## src/verilog/acd_pkg.sv

```systemverilog
// Purpose: shared constants for the addressed command decoder
// Assumes: 20 MHz system clock, 4800 baud 11-bit words
// Notes:   times kept in their own units, counts derived
package acd_pkg;
  localparam int unsigned CLK_HZ      = 20_000_000;
  localparam int unsigned BAUD        = 4800;
  // nearest whole cycle per bit, 4167 at these rates
  localparam int unsigned BIT_CYC     = (CLK_HZ + BAUD / 2) / BAUD;
  localparam int unsigned WORD_BITS   = 11;
  localparam int unsigned WORD_CYC    = BIT_CYC * WORD_BITS;
  // longest address-to-command gap, rounded down
  localparam int unsigned CMD_GAP_US  = 5000;
  localparam int unsigned CMD_GAP_CYC = CMD_GAP_US * (CLK_HZ / 1_000_000);
  localparam int unsigned CMD_WAIT_CYC = CMD_GAP_CYC + WORD_CYC;
  localparam int unsigned CNT_W       = 20;
  localparam logic [7:0]  ADDR_MIN    = 8'hc0;
  localparam logic [7:0]  ADDR_MAX    = 8'hfd;
  localparam int unsigned ADDR_FLAG   = 7;
  localparam logic [7:0]  CHAR_STX    = 8'h02;
  localparam logic [7:0]  CHAR_ETX    = 8'h03;
  localparam logic [7:0]  CHAR_COLON  = 8'h3a;
  localparam logic [7:0]  CMD_RESET   = 8'h00;
  localparam int unsigned BUF_W       = 9;

  typedef enum logic [1:0] {
    D_IDLE = 2'b00,
    D_WAIT = 2'b01,
    D_STALE = 2'b10,
    D_RESP = 2'b11
  } acd_dec_t;

  typedef enum logic [2:0] {
    R_IDLE   = 3'b000,
    R_ECHO_A = 3'b001,
    R_ECHO_C = 3'b010,
    R_MEAS   = 3'b011,
    R_STX    = 3'b100,
    R_STREAM = 3'b101,
    R_COLON  = 3'b110,
    R_END    = 3'b111
  } acd_resp_t;
endpackage

```

## src/verilog/acd_buf2.sv

```systemverilog
// Purpose: two-entry buffer with valid/ready on both sides
// Assumes: single clock
// Notes:   ready is registered from the next count, so it falls as the buffer fills
`timescale 1ns/1ps
`default_nettype none
module acd_buf2 #(
  parameter int unsigned W = 9
) (
  input  wire logic         clk,
  input  wire logic         rst_n,
  input  wire logic         in_valid,
  output logic              in_ready,
  input  wire logic [W-1:0] in_data,
  output logic              out_valid,
  input  wire logic         out_ready,
  output logic [W-1:0]      out_data
);
  logic [W-1:0] mem [2];
  logic         wp;
  logic         rp;
  logic [1:0]   cnt;
  logic         push;
  logic         pop;
  logic [1:0]   next_cnt;

  always_comb begin
    push     = in_valid && in_ready;
    pop      = out_valid && out_ready;
    next_cnt = cnt + {1'b0, push} - {1'b0, pop};
  end

  always_ff @(posedge clk or negedge rst_n) begin
    if (!rst_n) begin
      cnt      <= '0;
      wp       <= 1'b0;
      rp       <= 1'b0;
      in_ready <= 1'b1;
    end else begin
      cnt      <= next_cnt;
      in_ready <= next_cnt != 2'd2;
      if (push) wp <= !wp;
      if (pop) rp <= !rp;
    end
  end

  always_ff @(posedge clk) begin
    if (push) mem[wp] <= in_data;
  end

  assign out_valid = cnt != 2'd0;
  assign out_data  = mem[rp];
endmodule
`default_nettype wire

```

## src/verilog/acd_decoder.sv

```systemverilog
// Purpose: slave address/command decoder and response sequencer
// Assumes: rxd/local_addr synchronous; engine fills response bytes
// Notes:   transmitter drives the line only while line_oe is high
// Notes on behaviour
// - bad-parity words dropped, decoder restarts unless in D_STALE or D_RESP; D_STALE is left only on a good command
// - top data bit marks address words
// - only C0..FD are station addresses
// - FE and FF never match
// - matching address wakes, expects command; in D_STALE it is ignored and the command after it draws no answer
// - commands span 00..7F
// - transmitted bytes keep top bit zero, except the address echo
// - good command latched into buffer
// - bad command dropped, old kept
// - late command ignored, old kept
// - echo address then command first
// - echo returns decoder to idle
// - measure after echo, then send result
// - response framed by STX and ETX
// - colon separates multiple fields
// - only one station drives the line
// - words timed at 4800 baud
// - after response release driver, sleep
`timescale 1ns/1ps
`default_nettype none
module acd_decoder #(
  parameter int unsigned BIT_CYC      = acd_pkg::BIT_CYC,
  parameter int unsigned CMD_WAIT_CYC = acd_pkg::CMD_WAIT_CYC
) (
  input  wire logic       clk,
  input  wire logic       rst_n,
  input  wire logic       rxd,
  output logic            txd,
  output logic            line_oe,
  input  wire logic [7:0] local_addr,
  output logic            wake,
  output logic [7:0]      cmd_buf,
  output logic            meas_start,
  input  wire logic       res_valid,
  output logic            res_ready,
  input  wire logic [6:0] res_char,
  input  wire logic       res_field_end,
  input  wire logic       res_last
);
  acd_pkg::acd_dec_t  dec;
  acd_pkg::acd_resp_t rsp;

  logic        word_valid;
  logic [7:0]  word_data;
  logic        word_ok;
  logic        is_addr;
  logic        addr_hit;
  logic        good_word;
  logic [acd_pkg::CNT_W-1:0] gap_cnt;
  logic        gap_over;

  logic        tx_busy;
  logic        tx_load;
  logic [7:0]  tx_byte;
  logic [10:0] tx_sh;
  logic [3:0]  tx_bits;
  logic [acd_pkg::CNT_W-1:0] tx_cnt;

  logic        b_valid;
  logic        b_ready;
  logic [acd_pkg::BUF_W-1:0] b_data;
  logic        buf_in_ready;
  logic        last_seen;

  acd_word_rx #(
    .CLKS_PER_BIT (BIT_CYC)
  ) u_rx (
    .clk        (clk),
    .rst_n      (rst_n),
    .rxd        (rxd),
    .word_valid (word_valid),
    .word_data  (word_data),
    .word_ok    (word_ok)
  );

  // stall by the sequencer back-pressures the measurement engine
  acd_buf2 #(
    .W (acd_pkg::BUF_W)
  ) u_buf (
    .clk       (clk),
    .rst_n     (rst_n),
    .in_valid  (res_valid),
    .in_ready  (buf_in_ready),
    .in_data   ({res_last, res_field_end, res_char}),
    .out_valid (b_valid),
    .out_ready (b_ready),
    .out_data  (b_data)
  );
  assign res_ready = buf_in_ready;

  always_comb begin
    good_word = word_valid && word_ok;
    is_addr   = word_data[acd_pkg::ADDR_FLAG];
    addr_hit  = is_addr && word_data == local_addr &&
                local_addr >= acd_pkg::ADDR_MIN &&
                local_addr <= acd_pkg::ADDR_MAX;
    gap_over  = gap_cnt == acd_pkg::CNT_W'(CMD_WAIT_CYC);
  end

  // decoder state
  always_ff @(posedge clk or negedge rst_n) begin
    if (!rst_n) begin
      dec <= acd_pkg::D_IDLE;
    end else begin
      case (dec)
        acd_pkg::D_IDLE: begin
          if (good_word && addr_hit) dec <= acd_pkg::D_WAIT;
        end
        acd_pkg::D_WAIT: begin
          if (word_valid && !word_ok) begin
            dec <= acd_pkg::D_IDLE;
          end else if (gap_over) begin
            // late command, decoder left half way
            dec <= acd_pkg::D_STALE;
          end else if (good_word && !is_addr) begin
            dec <= acd_pkg::D_RESP;
          end else if (good_word && !addr_hit) begin
            dec <= acd_pkg::D_IDLE;
          end
        end
        acd_pkg::D_STALE: begin
          // any good command word clears it, the late one included
          if (good_word && !is_addr) dec <= acd_pkg::D_IDLE;
        end
        acd_pkg::D_RESP: begin
          if (rsp == acd_pkg::R_MEAS) dec <= acd_pkg::D_IDLE;
        end
        default: dec <= acd_pkg::D_IDLE;
      endcase
    end
  end

  always_ff @(posedge clk or negedge rst_n) begin
    if (!rst_n) begin
      gap_cnt <= '0;
    end else if (dec == acd_pkg::D_WAIT && !gap_over) begin
      gap_cnt <= gap_cnt + acd_pkg::CNT_W'(1);
    end else if (dec != acd_pkg::D_WAIT) begin
      gap_cnt <= '0;
    end
  end

  always_ff @(posedge clk or negedge rst_n) begin
    if (!rst_n) begin
      cmd_buf <= acd_pkg::CMD_RESET;
    end else if (dec == acd_pkg::D_WAIT && good_word && !is_addr &&
                 !gap_over) begin
      cmd_buf <= word_data;
    end
  end

  always_ff @(posedge clk or negedge rst_n) begin
    if (!rst_n) begin
      wake <= 1'b0;
    end else if (dec == acd_pkg::D_IDLE && good_word && addr_hit) begin
      wake <= 1'b1;
    end else if (dec == acd_pkg::D_WAIT && word_valid && !word_ok) begin
      wake <= 1'b0;
    end else if (rsp == acd_pkg::R_END && !tx_busy) begin
      wake <= 1'b0;
    end
  end

  // response sequencer: load a byte only when the shifter is free
  always_comb begin
    tx_load = 1'b0;
    tx_byte = acd_pkg::CHAR_ETX;
    b_ready = 1'b0;
    if (!tx_busy) begin
      case (rsp)
        acd_pkg::R_ECHO_A: begin
          tx_load = 1'b1;
          tx_byte = local_addr;
        end
        acd_pkg::R_ECHO_C: begin
          tx_load = 1'b1;
          tx_byte = cmd_buf;
        end
        acd_pkg::R_STX: begin
          tx_load = 1'b1;
          tx_byte = acd_pkg::CHAR_STX;
        end
        acd_pkg::R_STREAM: begin
          tx_load = b_valid;
          b_ready = b_valid;
          tx_byte = {1'b0, b_data[6:0]};
        end
        acd_pkg::R_COLON: begin
          tx_load = 1'b1;
          // ETX takes the colon slot after the last byte
          tx_byte = last_seen ? acd_pkg::CHAR_ETX : acd_pkg::CHAR_COLON;
        end
        acd_pkg::R_END: begin
          tx_load = 1'b0;
          tx_byte = acd_pkg::CHAR_ETX;
        end
        default: begin
          tx_load = 1'b0;
          tx_byte = acd_pkg::CHAR_ETX;
        end
      endcase
    end
  end

  always_ff @(posedge clk or negedge rst_n) begin
    if (!rst_n) begin
      rsp <= acd_pkg::R_IDLE;
    end else begin
      case (rsp)
        acd_pkg::R_IDLE:
          if (dec == acd_pkg::D_RESP) rsp <= acd_pkg::R_ECHO_A;
        acd_pkg::R_ECHO_A:
          if (tx_load) rsp <= acd_pkg::R_ECHO_C;
        acd_pkg::R_ECHO_C:
          if (tx_load) rsp <= acd_pkg::R_MEAS;
        acd_pkg::R_MEAS:
          if (!tx_busy) rsp <= acd_pkg::R_STX;
        acd_pkg::R_STX:
          if (tx_load) rsp <= acd_pkg::R_STREAM;
        acd_pkg::R_STREAM: begin
          if (tx_load && b_data[8]) rsp <= acd_pkg::R_COLON;
          else if (tx_load && b_data[7]) rsp <= acd_pkg::R_COLON;
        end
        acd_pkg::R_COLON:
          if (tx_load) rsp <= last_seen ? acd_pkg::R_END : acd_pkg::R_STREAM;
        acd_pkg::R_END:
          if (!tx_busy) rsp <= acd_pkg::R_IDLE;
        default: rsp <= acd_pkg::R_IDLE;
      endcase
    end
  end

  // colon state doubles as ETX state after the last byte
  always_ff @(posedge clk or negedge rst_n) begin
    if (!rst_n) begin
      last_seen <= 1'b0;
    end else if (rsp == acd_pkg::R_STREAM && tx_load) begin
      last_seen <= b_data[8];
    end else if (rsp == acd_pkg::R_IDLE) begin
      last_seen <= 1'b0;
    end
  end

  // meas_start pulses once the echo has left the line
  always_ff @(posedge clk or negedge rst_n) begin
    if (!rst_n) begin
      meas_start <= 1'b0;
    end else begin
      meas_start <= rsp == acd_pkg::R_MEAS && !tx_busy;
    end
  end

  // transmit shifter, LSB first, even parity
  always_ff @(posedge clk or negedge rst_n) begin
    if (!rst_n) begin
      tx_busy <= 1'b0;
      tx_sh   <= '1;
      tx_bits <= '0;
      tx_cnt  <= '0;
    end else if (tx_load) begin
      tx_busy <= 1'b1;
      tx_sh   <= {1'b1, ^tx_byte, tx_byte, 1'b0};
      tx_bits <= 4'(acd_pkg::WORD_BITS - 1);
      tx_cnt  <= acd_pkg::CNT_W'(BIT_CYC - 1);
    end else if (tx_busy) begin
      if (tx_cnt != 0) begin
        tx_cnt <= tx_cnt - acd_pkg::CNT_W'(1);
      end else if (tx_bits == 0) begin
        tx_busy <= 1'b0;
      end else begin
        tx_cnt  <= acd_pkg::CNT_W'(BIT_CYC - 1);
        tx_bits <= tx_bits - 4'd1;
        tx_sh   <= {1'b1, tx_sh[10:1]};
      end
    end
  end

  always_ff @(posedge clk or negedge rst_n) begin
    if (!rst_n) begin
      line_oe <= 1'b0;
      txd     <= 1'b1;
    end else begin
      line_oe <= rsp != acd_pkg::R_IDLE &&
                 !(rsp == acd_pkg::R_END && !tx_busy);
      txd     <= tx_busy ? tx_sh[0] : 1'b1;
    end
  end

  // ETX sent from colon state when the last byte went out
  logic etx_go;
  assign etx_go = rsp == acd_pkg::R_COLON && !tx_busy && last_seen;

  // a word time is too long for a delay range, so count it here
  localparam int unsigned ECHO_LIM = BIT_CYC * acd_pkg::WORD_BITS + 1;
  logic [acd_pkg::CNT_W-1:0] echo_wait;
  always_ff @(posedge clk or negedge rst_n) begin
    if (!rst_n) begin
      echo_wait <= '0;
    end else if (rsp == acd_pkg::R_ECHO_C) begin
      echo_wait <= echo_wait + acd_pkg::CNT_W'(1);
    end else begin
      echo_wait <= '0;
    end
  end
endmodule
`default_nettype wire

```

## src/verilog/acd_word_rx.sv

```systemverilog
// Purpose: receive one 11-bit word, start, 8 data, even parity, stop
// Assumes: rxd synchronous to clk, idle high
// Notes:   framing error is reported as a bad word
`timescale 1ns/1ps
`default_nettype none
module acd_word_rx #(
  parameter int unsigned CLKS_PER_BIT = 4167
) (
  input  wire logic       clk,
  input  wire logic       rst_n,
  input  wire logic       rxd,
  output logic            word_valid,
  output logic [7:0]      word_data,
  output logic            word_ok
);
  logic [19:0] cnt;
  logic [3:0]  bitn;
  logic        busy;
  logic [9:0]  sh;

  always_ff @(posedge clk or negedge rst_n) begin
    if (!rst_n) begin
      busy       <= 1'b0;
      cnt        <= '0;
      bitn       <= '0;
      sh         <= '0;
      word_valid <= 1'b0;
      word_data  <= '0;
      word_ok    <= 1'b0;
    end else begin
      word_valid <= 1'b0;
      if (!busy) begin
        if (!rxd) begin
          busy <= 1'b1;
          // first sample lands mid start bit
          cnt  <= 20'(CLKS_PER_BIT / 2);
          bitn <= '0;
        end
      end else if (cnt != 0) begin
        cnt <= cnt - 20'd1;
      end else begin
        cnt <= 20'(CLKS_PER_BIT - 1);
        if (bitn == 4'd0 && rxd) begin
          busy <= 1'b0;
        end else if (bitn == 4'd10) begin
          busy       <= 1'b0;
          word_valid <= 1'b1;
          word_data  <= sh[8:1];
          word_ok    <= rxd && !(^sh[9:1]);
        end else begin
          sh   <= {rxd, sh[9:1]};
          bitn <= bitn + 4'd1;
        end
      end
    end
  end
endmodule
`default_nettype wire
```

## config.mk

```make
export PLATFORM = sky130hd
export DESIGN_NAME = acd_decoder
export DESIGN_NICKNAME = d
export VERILOG_FILES = /design/src/verilog/acd_pkg.sv /design/src/verilog/acd_buf2.sv /design/src/verilog/acd_decoder.sv /design/src/verilog/acd_word_rx.sv
export SDC_FILE = /design/constraint.sdc
export NUM_CORES = 1
export LEC_CHECK = 0
export ABC_CLOCK_PERIOD_IN_PS = 1900
export BUFFER_PORTS_ARGS = -buffer_cell sky130_fd_sc_hd__buf_2
export CAP_MARGIN = 15
export CORE_MARGIN = 3
export CORE_UTILIZATION = 45
export DETAILED_ROUTE_END_ITERATION = 16
export HOLD_SLACK_MARGIN = 0.03
export PLACE_DENSITY = 0.74
export SYNTH_ARGS = -nofsm -noshare
export SYNTH_HDL_FRONTEND = slang
export SYNTH_SLANG_ARGS = --single-unit
```

## constraint.sdc

```tcl
create_clock -name clk -period 1.9 [get_ports clk]
set_input_delay 0.095 -clock clk [delete_from_list [all_inputs] [get_ports clk]]
set_output_delay 0.095 -clock clk [all_outputs]
set_load 0.05 [all_outputs]
```

==> metrics.md, run 1 <==
| Metric | Value |
|---|---|
| Clk sinks | 140 |
| Worst stage delay on the critical path | approximately 0.47 ns |
| Die width | 133.3 µm |
| Crit path launch type | flip-flop |
| Number of synthesized flops with an enable pin | 18 |
| CP dominant cell by count | nor4_2 |
| Clock Pin Slew Worst Setup and Hold Paths | 0.06 ns |
| Tmin final | 2.142 ns |
| Failing checks | setup timing |
| Ys Warns | 0 |
| Share of the yosys chip area belonging to registers | 0.4952 |
| Share of layout cells above drive strength 1 | 0.3738 |
| Detailed Routing Iterations Pass 1 | 5 |
| CP max FO | 8 |
| WP depth | 7 |
| Via count | around 6,400 |
| Area of the mapped netlist | 7287 µm² |
| Hold Slack | 0.1831 ns |
| Residual DRC | 0 |
| FF-to-FF Start | rsp[1] |
| Cell Count, Final, Fillers Out | 1,166 |
| Slack of the critical path | -0.2416 ns |
| Final nets | 976 |
| Critical Path End | tx_sh[9] |
| Max cap viols | 0 |
| Final setup fails | 34 |
| Cell variety after synth | 71 |
| Critical-path top delay cell | dfrtp_2 |
| Cells on worst reg2reg path | 7 |
| Final hold viol count | 0 |
| Least-Margin Pin Slew | 0.6724 ns |
| Antenna viol nets, final | 0 |
| Worst-path cell chain | buf_6 > a21oi_1 > nand2_1 > nor4_2 > nor4_2 > o2111a_1 > o32a_1 |
| Placed cells | 1,086 |
| Final Wtd Congestion | between 0.8 and 0.9 |
| Power Total | 7065 µW |
| Post-Route Skew | around 0.009 ns |
| Critical path capture point type | flip-flop |
| Leakage | 0.004654 µW |
| Largest net degree at the start of global routing | 35 |
| RR Endpoint | tx_sh[9] |
| Vias per cell | 5.506 |
| Crit path DAT | 2.48 ns |
| R2R Setup Slk | -0.24 ns |
| Die height | 133.3 µm |
| Fillcell total | 1,110 |
| Async S/R FF share, synth | 0.8714 |
| Starting Density | 0.4689 |
| Clk buf depth | 2 |
| Required @ worst endpoint | 2.24 ns |
| Worst slew margin | 0.5484 |
| Initial antenna violation count | 0 |
| Port-buffer cells | 33 |
| CP Launch Point | rsp[1] |
| CP delay by family, top | compound AO/OA/AOI/OAI gates |
| TritonCTS clock tree | built |
| H-tree levels | 4 |
| Dominant synthesized flop cell | dfrtp_1 |
| Antenna cells | 0 |
| GRT Overall Usage | 0.2087 |
| Status | finished, violations left |
| Core region area | 15,540 µm² |
| Starting DRC count in detailed routing | about 410 |
| Vias in the first global route | ~6,200 |
| First-pass GRT wire length | 30,080 µm |
| Root Buffer | clkbuf_16 |
| Die ar. | 17,760 µm² |
| Buf/Inv on CP | 1 |
| Final Max Tran Viols | 0 |
| Pwr Density | 685.4 nW/µm² |
| Crit Path Class | reg -> reg |
| Fmax | about 470 MHz |
| Later-pin clock latency in the skew report | 0.42 ns |
| Synthesized area per cell | 9.742 µm² |
| Peak VDD IR | 0.0006668 V |
| Wire per inst | roughly 17 µm |
| Post-Syn Nets | 782 |
| Unrepaired setup endpoints after global routing | yes |
| Area grow syn2layout | 41.45% |
| Synthesized flop and latch total | between 100 and 150 |
| Cell row count | 45 |
| Ports | 34 |
| Syn Inst Count | around 750 |
| Final wirelength | 19,340 µm |
| Tightest Hold Check Type | in -> async |
| TritonCTS Buffers | 17 |
| Hpwl dp | about 12,000 µm |
| Final period utilization | 1.127 |
| Overflow left after global routing | 0 |
[through the flow]
step | util | area, µm² | TNS, ns | worst slack, ns
finish | 0.6633 | 10310 | -1.729 | -0.2416
global placement | 0.5510 | 8562 | -2.709 | -0.2169
global route | 0.6633 | 10310 | -6.187 | -0.3495
detailed placement | 0.5510 | 8562 | -4.152 | -0.2562
CTS | 0.6212 | 9653 | -0.3462 | -0.1504
floorplan | - | 7308 | -0.08231 | -0.08231
[cell type report]
cell class / count / area [µm²] / share of cell area
flip-flops and latches: 140 / 3616 / 0.3508
well taps: 211 / 264.0 / 0.02561
clock buffers: 24 / 471.7 / 0.04576
inverters: 18 / 67.56 / 0.006555
repair buffers: 204 / 1705 / 0.1655
multi-input cells: 561 / 4066 / 0.3945
clock inverters: 8 / 116.4 / 0.01129
[registers in the layout (all words and copies together) (netlist names), 3 cells and up]
signal / flops
tx_cnt: 20
tx_sh: 10
u_buf.mem: 18
tx_bits: 4
u_rx.bitn: 4
cmd_buf: 8
u_rx.word_data: 8
rsp: 3
u_rx.sh: 9
u_rx.cnt: 20
gap_cnt: 20
[cell usage in the layout, fill, tap and decap left out, types with 6 or more instances in the layout]
cell,count
nand3_1,15
xor2_1,33
nand4_1,18
nor4_4,9
nand2b_1,11
ha_1,12
and3_1,6
o21ai_2,15
nor3_1,13
mux2i_1,8
a21oi_2,6
nand3b_1,13
xnor2_1,16
dfrtp_2,6
buf_4,124
and2_4,6
dlygate4sd3_1,12
inv_1,17
nand2_2,14
edfxtp_1,18
dfstp_2,12
a21oi_1,24
o21ai_1,19
nor2_1,63
buf_6,27
dfrtp_1,104
clkbuf_16,20
nand2_1,95
mux2_2,10
buf_2,32
o21ai_0,23
nor2b_1,12
[power by group]
group	switching, µW	internal, µW	total, µW
clock	1210	2120	3330
sequential	71.3	3180	3260
combinational	274	202	476
[what timing repair did]
action	4_1_cts	5_1_grt
endpoints found under the hold margin	55	0
pin swaps	29	54
hold buffers	12	0
setup endpoints to repair	69	74
gates cloned	2	6
setup buffers	11	18
resized for setup	60	117
[how the worst min path moves through the flow]
stage	from	end	slack (ns)
6_report	rst_n	u_buf.rp	0.18
5_1_grt	rst_n	u_buf.rp	0.20
4_1_cts	rst_n	u_buf.rp	0.18
3_5_place_dp	rst_n	u_buf.rp	0.08
3_3_place_gp	rst_n	u_buf.rp	0.08
2_1_floorplan	rst_n	cmd_buf[0]	-0.20
[cell families after synthesis]
kind of cell	count (synthesis)	synth area share
AOI/OAI and AO/OA	135	0.1135
muxes	19	0.02850
DFF	140	0.4952
adders and majority gates	13	0.02232
and+or+nand+nor	339	0.2450
buffers and inverters	51	0.03417
xor gates and xnor gates	51	0.06130
[synth_stat cells (9+ instances only)]
master    number  area, µm²
o21ai_1       13      65.06
nor4_1        14      87.58
mux2_2        10      112.6
clkbuf_1      12      45.04
nand3b_1      13      97.59
nand2_1      110      412.9
buf_2         13      65.06
o21ai_0       45      225.2
nand2b_1      15      93.84
nor3_1        20      100.1
dfstp_2       12      315.3
a21oi_1       30      150.1
ha_1          13      162.7
nor2b_1       12      75.07
nor2_1        66      247.7
or3_1          9      56.30
inv_1         18      67.56
xnor2_1       18      157.7
edfxtp_1      18      540.5
nand3_1       19      95.09
dfrtp_1      110       2753
nand4_1       18      112.6
xor2_1        33      289.0
[per-layer routing]
| metal | global-route usage | wire [µm] | vias up | part of all wire |
|---|---|---|---|---|
| li1 | - | - | 3052 | - |
| met1 | 0.2572 | 8058 | 3156 | 0.42 |
| met2 | 0.3595 | 9967 | 170 | 0.52 |
| met3 | 0.05023 | 754 | 42 | 0.039 |
| met4 | 0.07257 | 563 | 0 | 0.029 |
| met5 | 0 | 0 | - | 0 |
Note: power is estimated with default switching activity, not from simulation.
==> inputs of run 2 (changes only) <==
--- a/config.mk
+++ b/config.mk
@@ -12,7 +12,6 @@
 export CORE_UTILIZATION = 45
 export DETAILED_ROUTE_END_ITERATION = 16
 export HOLD_SLACK_MARGIN = 0.03
-export PLACE_DENSITY = 0.74
 export SYNTH_ARGS = -nofsm -noshare
 export SYNTH_HDL_FRONTEND = slang
 export SYNTH_SLANG_ARGS = --single-unit
==> constraint.sdc (replaced) <==
create_clock -name clk -period 1.9 [get_ports clk]
set_input_delay 0.285 -clock clk [delete_from_list [all_inputs] [get_ports clk]]
set_output_delay 0.285 -clock clk [all_outputs]
set_load 0.05 [all_outputs]
==> run 2 against run 1 <==
Compared with the run above: the flow still finishes with violations (setup timing); via count is essentially flat; first-iteration DRC count is 14% higher; cell area rose by 1.7%; sequential share of layout area decreased by 0.56 points; sequential cell count is the same; worst hold slack lost 0.14 ns; combinational power decreased by 8.2%; global-route usage rose by 0.35 points; highest routed layer unchanged.
==> metrics.md, run 2 (same netlist as run 1, synthesis figures left out) <==
| Metric | Value |
|---|---|
| Status | finished, violations left |
| Via count | 6,416 |
| TritonCTS clock tree | built |
| Leakage | 0.004639 µW |
| Starting Density | 0.4689 |
| Root Buffer | clkbuf_16 |
| Port-buffer cells | 33 |
| Ports | 34 |
| Die height | 133.3 µm |
| Fmax | about 470 MHz |
| Core region area | between 15,000 and 20,000 µm² |
| Depth of the worst hold-timing path | 1 |
| Clk sinks | 140 |
| Antenna viol nets, final | 0 |
| Area grow syn2layout | 43.84% |
| Largest net degree at the start of global routing | 45 |
| Required @ worst endpoint | 2.25 ns |
| Peak VDD IR | between 0.0007 and 0.0008 V |
| Die width | 133.3 µm |
| Worst slew margin | 0.7300 |
| Die ar. | roughly 18,000 µm² |
| Final setup fails | 54 |
| CP max FO | 6 |
| Wire per inst | 16.63 µm |
| Initial antenna violation count | 0 |
| Unrepaired setup endpoints after global routing | yes |
| Fin util | 0.6745 |
| Cell Count, Final, Fillers Out | 1,180 |
| Starting DRC count in detailed routing | 474 |
| FF-to-FF Start | rsp[1] |
| Final hold viol count | 0 |
| Hold path startpoint | res_char[3] |
| Placed cells | roughly 1,100 |
| Vias in the first global route | 6,232 |
| Clock Pin Slew Worst Setup and Hold Paths | 0.06 ns |
| Post-Route Skew | 0.01103 ns |
| TritonCTS Buffers | 17 |
| Largest registers | gap_cnt (20), tx_cnt (20), u_rx.cnt (20) |
| Cells on worst reg2reg path | 7 |
| Share of layout cells above drive strength 1 | 0.4396 |
| R2R Setup Slk | -0.23 ns |
| Slack of the critical path | -0.2345 ns |
| Crit path DAT | 2.49 ns |
| Hold EP | u_buf.mem[0][3] |
| Final Max Tran Viols | 0 |
| Vias per cell | 5.437 |
| Commonest non-fill, non-tap cells in the layout | buf_4, dfrtp_1, nand2_1 |
| Cell row count | 45 |
| Failing checks | setup timing |
| Detailed Routing Iterations Pass 1 | 4 |
| Hpwl dp | 12,220 µm |
| Least-Margin Pin Slew | 0.3993 ns |
| Clk buf depth | 2 |
| Fillcell total | 1,210 |
| Overflow left after global routing | 0 |
| GRT Overall Usage | 0.2122 |
| Residual DRC | 0 |
| Later-pin clock latency in the skew report | around 0.43 ns |
| Tightest Hold Check Type | in -> reg |
| RR Endpoint | tx_sh[9] |
| H-tree levels | 4 |
| Critical path capture point type | flip-flop |
| Final period utilization | 1.123 |
| Crit Path Class | reg -> reg |
| Pwr Density | 648.7 nW/µm² |
| Final Wtd Congestion | between 0.8 and 0.9 |
| Max cap viols | 0 |
| Most common cell after layout, fill and taps aside | buf_4 |
| Final nets | 990 |
| Crit path launch type | flip-flop |
| Power Total | 6800 µW |
| Antenna cells | 0 |
| Final wirelength | 19,620 µm |
| First-pass GRT wire length | roughly 30,000 µm |
| Tmin final | 2.135 ns |
==> run 2: cell types whose count changed in the layout (fill, tap and decap cells not counted), sizes merged <==
cell / previous run / this run
buf: 189 / 215
dlygate4sd3: 12 / 2
clkbuf: 27 / 20
clkinv: 4 / 7
clkinvlp: 0 / 3
bufinv: 3 / 1
inv: 19 / 20
==> run 2: through the flow <==
step / hold WS (ns) / setup TNS (ns) / cell area [µm²] / worst slack [ns]
final: 0.04151 / -2.778 / 10480 / -0.2345
after global routing: 0.03119 / -11.29 / 10480 / -0.3109
after CTS: 0.03083 / -0.8104 / 9603 / -0.1873
after detailed placement: 0.2099 / -6.984 / 8625 / -0.3234
after global placement: 0.2099 / -6.638 / 8625 / -0.2419
after floorplan: -0.01059 / -0.08231 / 7308 / -0.08231
==> run 2: power breakdown <==
| group | switching, µW | internal [µW] |
|---|---|---|
| logic | 265 | 172 |
| clock network | 1330 | 1800 |
| registers | 50.2 | 3180 |
==> run 2: layout make-up <==
class	instances	area, µm²	share of cell area
Clock buffer	19	432.9	0.04130
Clock inverter	13	120.1	0.01146
Inverter	18	67.56	0.006446
Multi-Input combinational cell	561	4230	0.4036
Sequential cell	140	3618	0.3452
Tap cell	211	264.0	0.02519
Timing Repair Buffer	218	1748	0.1668
==> run 2: metal layers <==
layer | share of wire | track usage | routed length, µm
met3 | 0.033 | 0.03890 | 648
met1 | 0.46 | 0.2880 | 9042
met4 | 0.024 | 0.08343 | 465
met5 | 0 | 0 | 0
met2 | 0.48 | 0.3394 | 9462
==> run 2: worst max path at each step <==
stage | cells after the start | to | start
6_report | 7 | tx_sh[9] | rsp[1]
5_1_grt | 8 | tx_sh[9] | rsp[0]
4_1_cts | 8 | tx_sh[9] | rsp[0]
3_5_place_dp | 7 | tx_sh[9] | rsp[0]
3_3_place_gp | 8 | tx_sh[9] | rsp[0]
2_1_floorplan | 6 | tx_sh[9] | cmd_buf[0]
==> run 2: worst max-delay path, cell delays in order, from the launching register on <==
cell and delay, ns:
dfrtp_2 0.41, buf_6 0.13, and3b_2 0.24, a211o_1 0.33
o211a_1 0.17, o22a_1 0.25, o2111a_1 0.24, o32a_1 0.28
==> run 2: what timing repair did <==
item                                    CTS  global route
resized for setup                        63           171
setup buffers                            12            29
endpoints found under the setup margin   78            93
pin swaps                                38            81
endpoints found under the hold margin    23             0
gates cloned                              7             6
hold buffers                              2             0
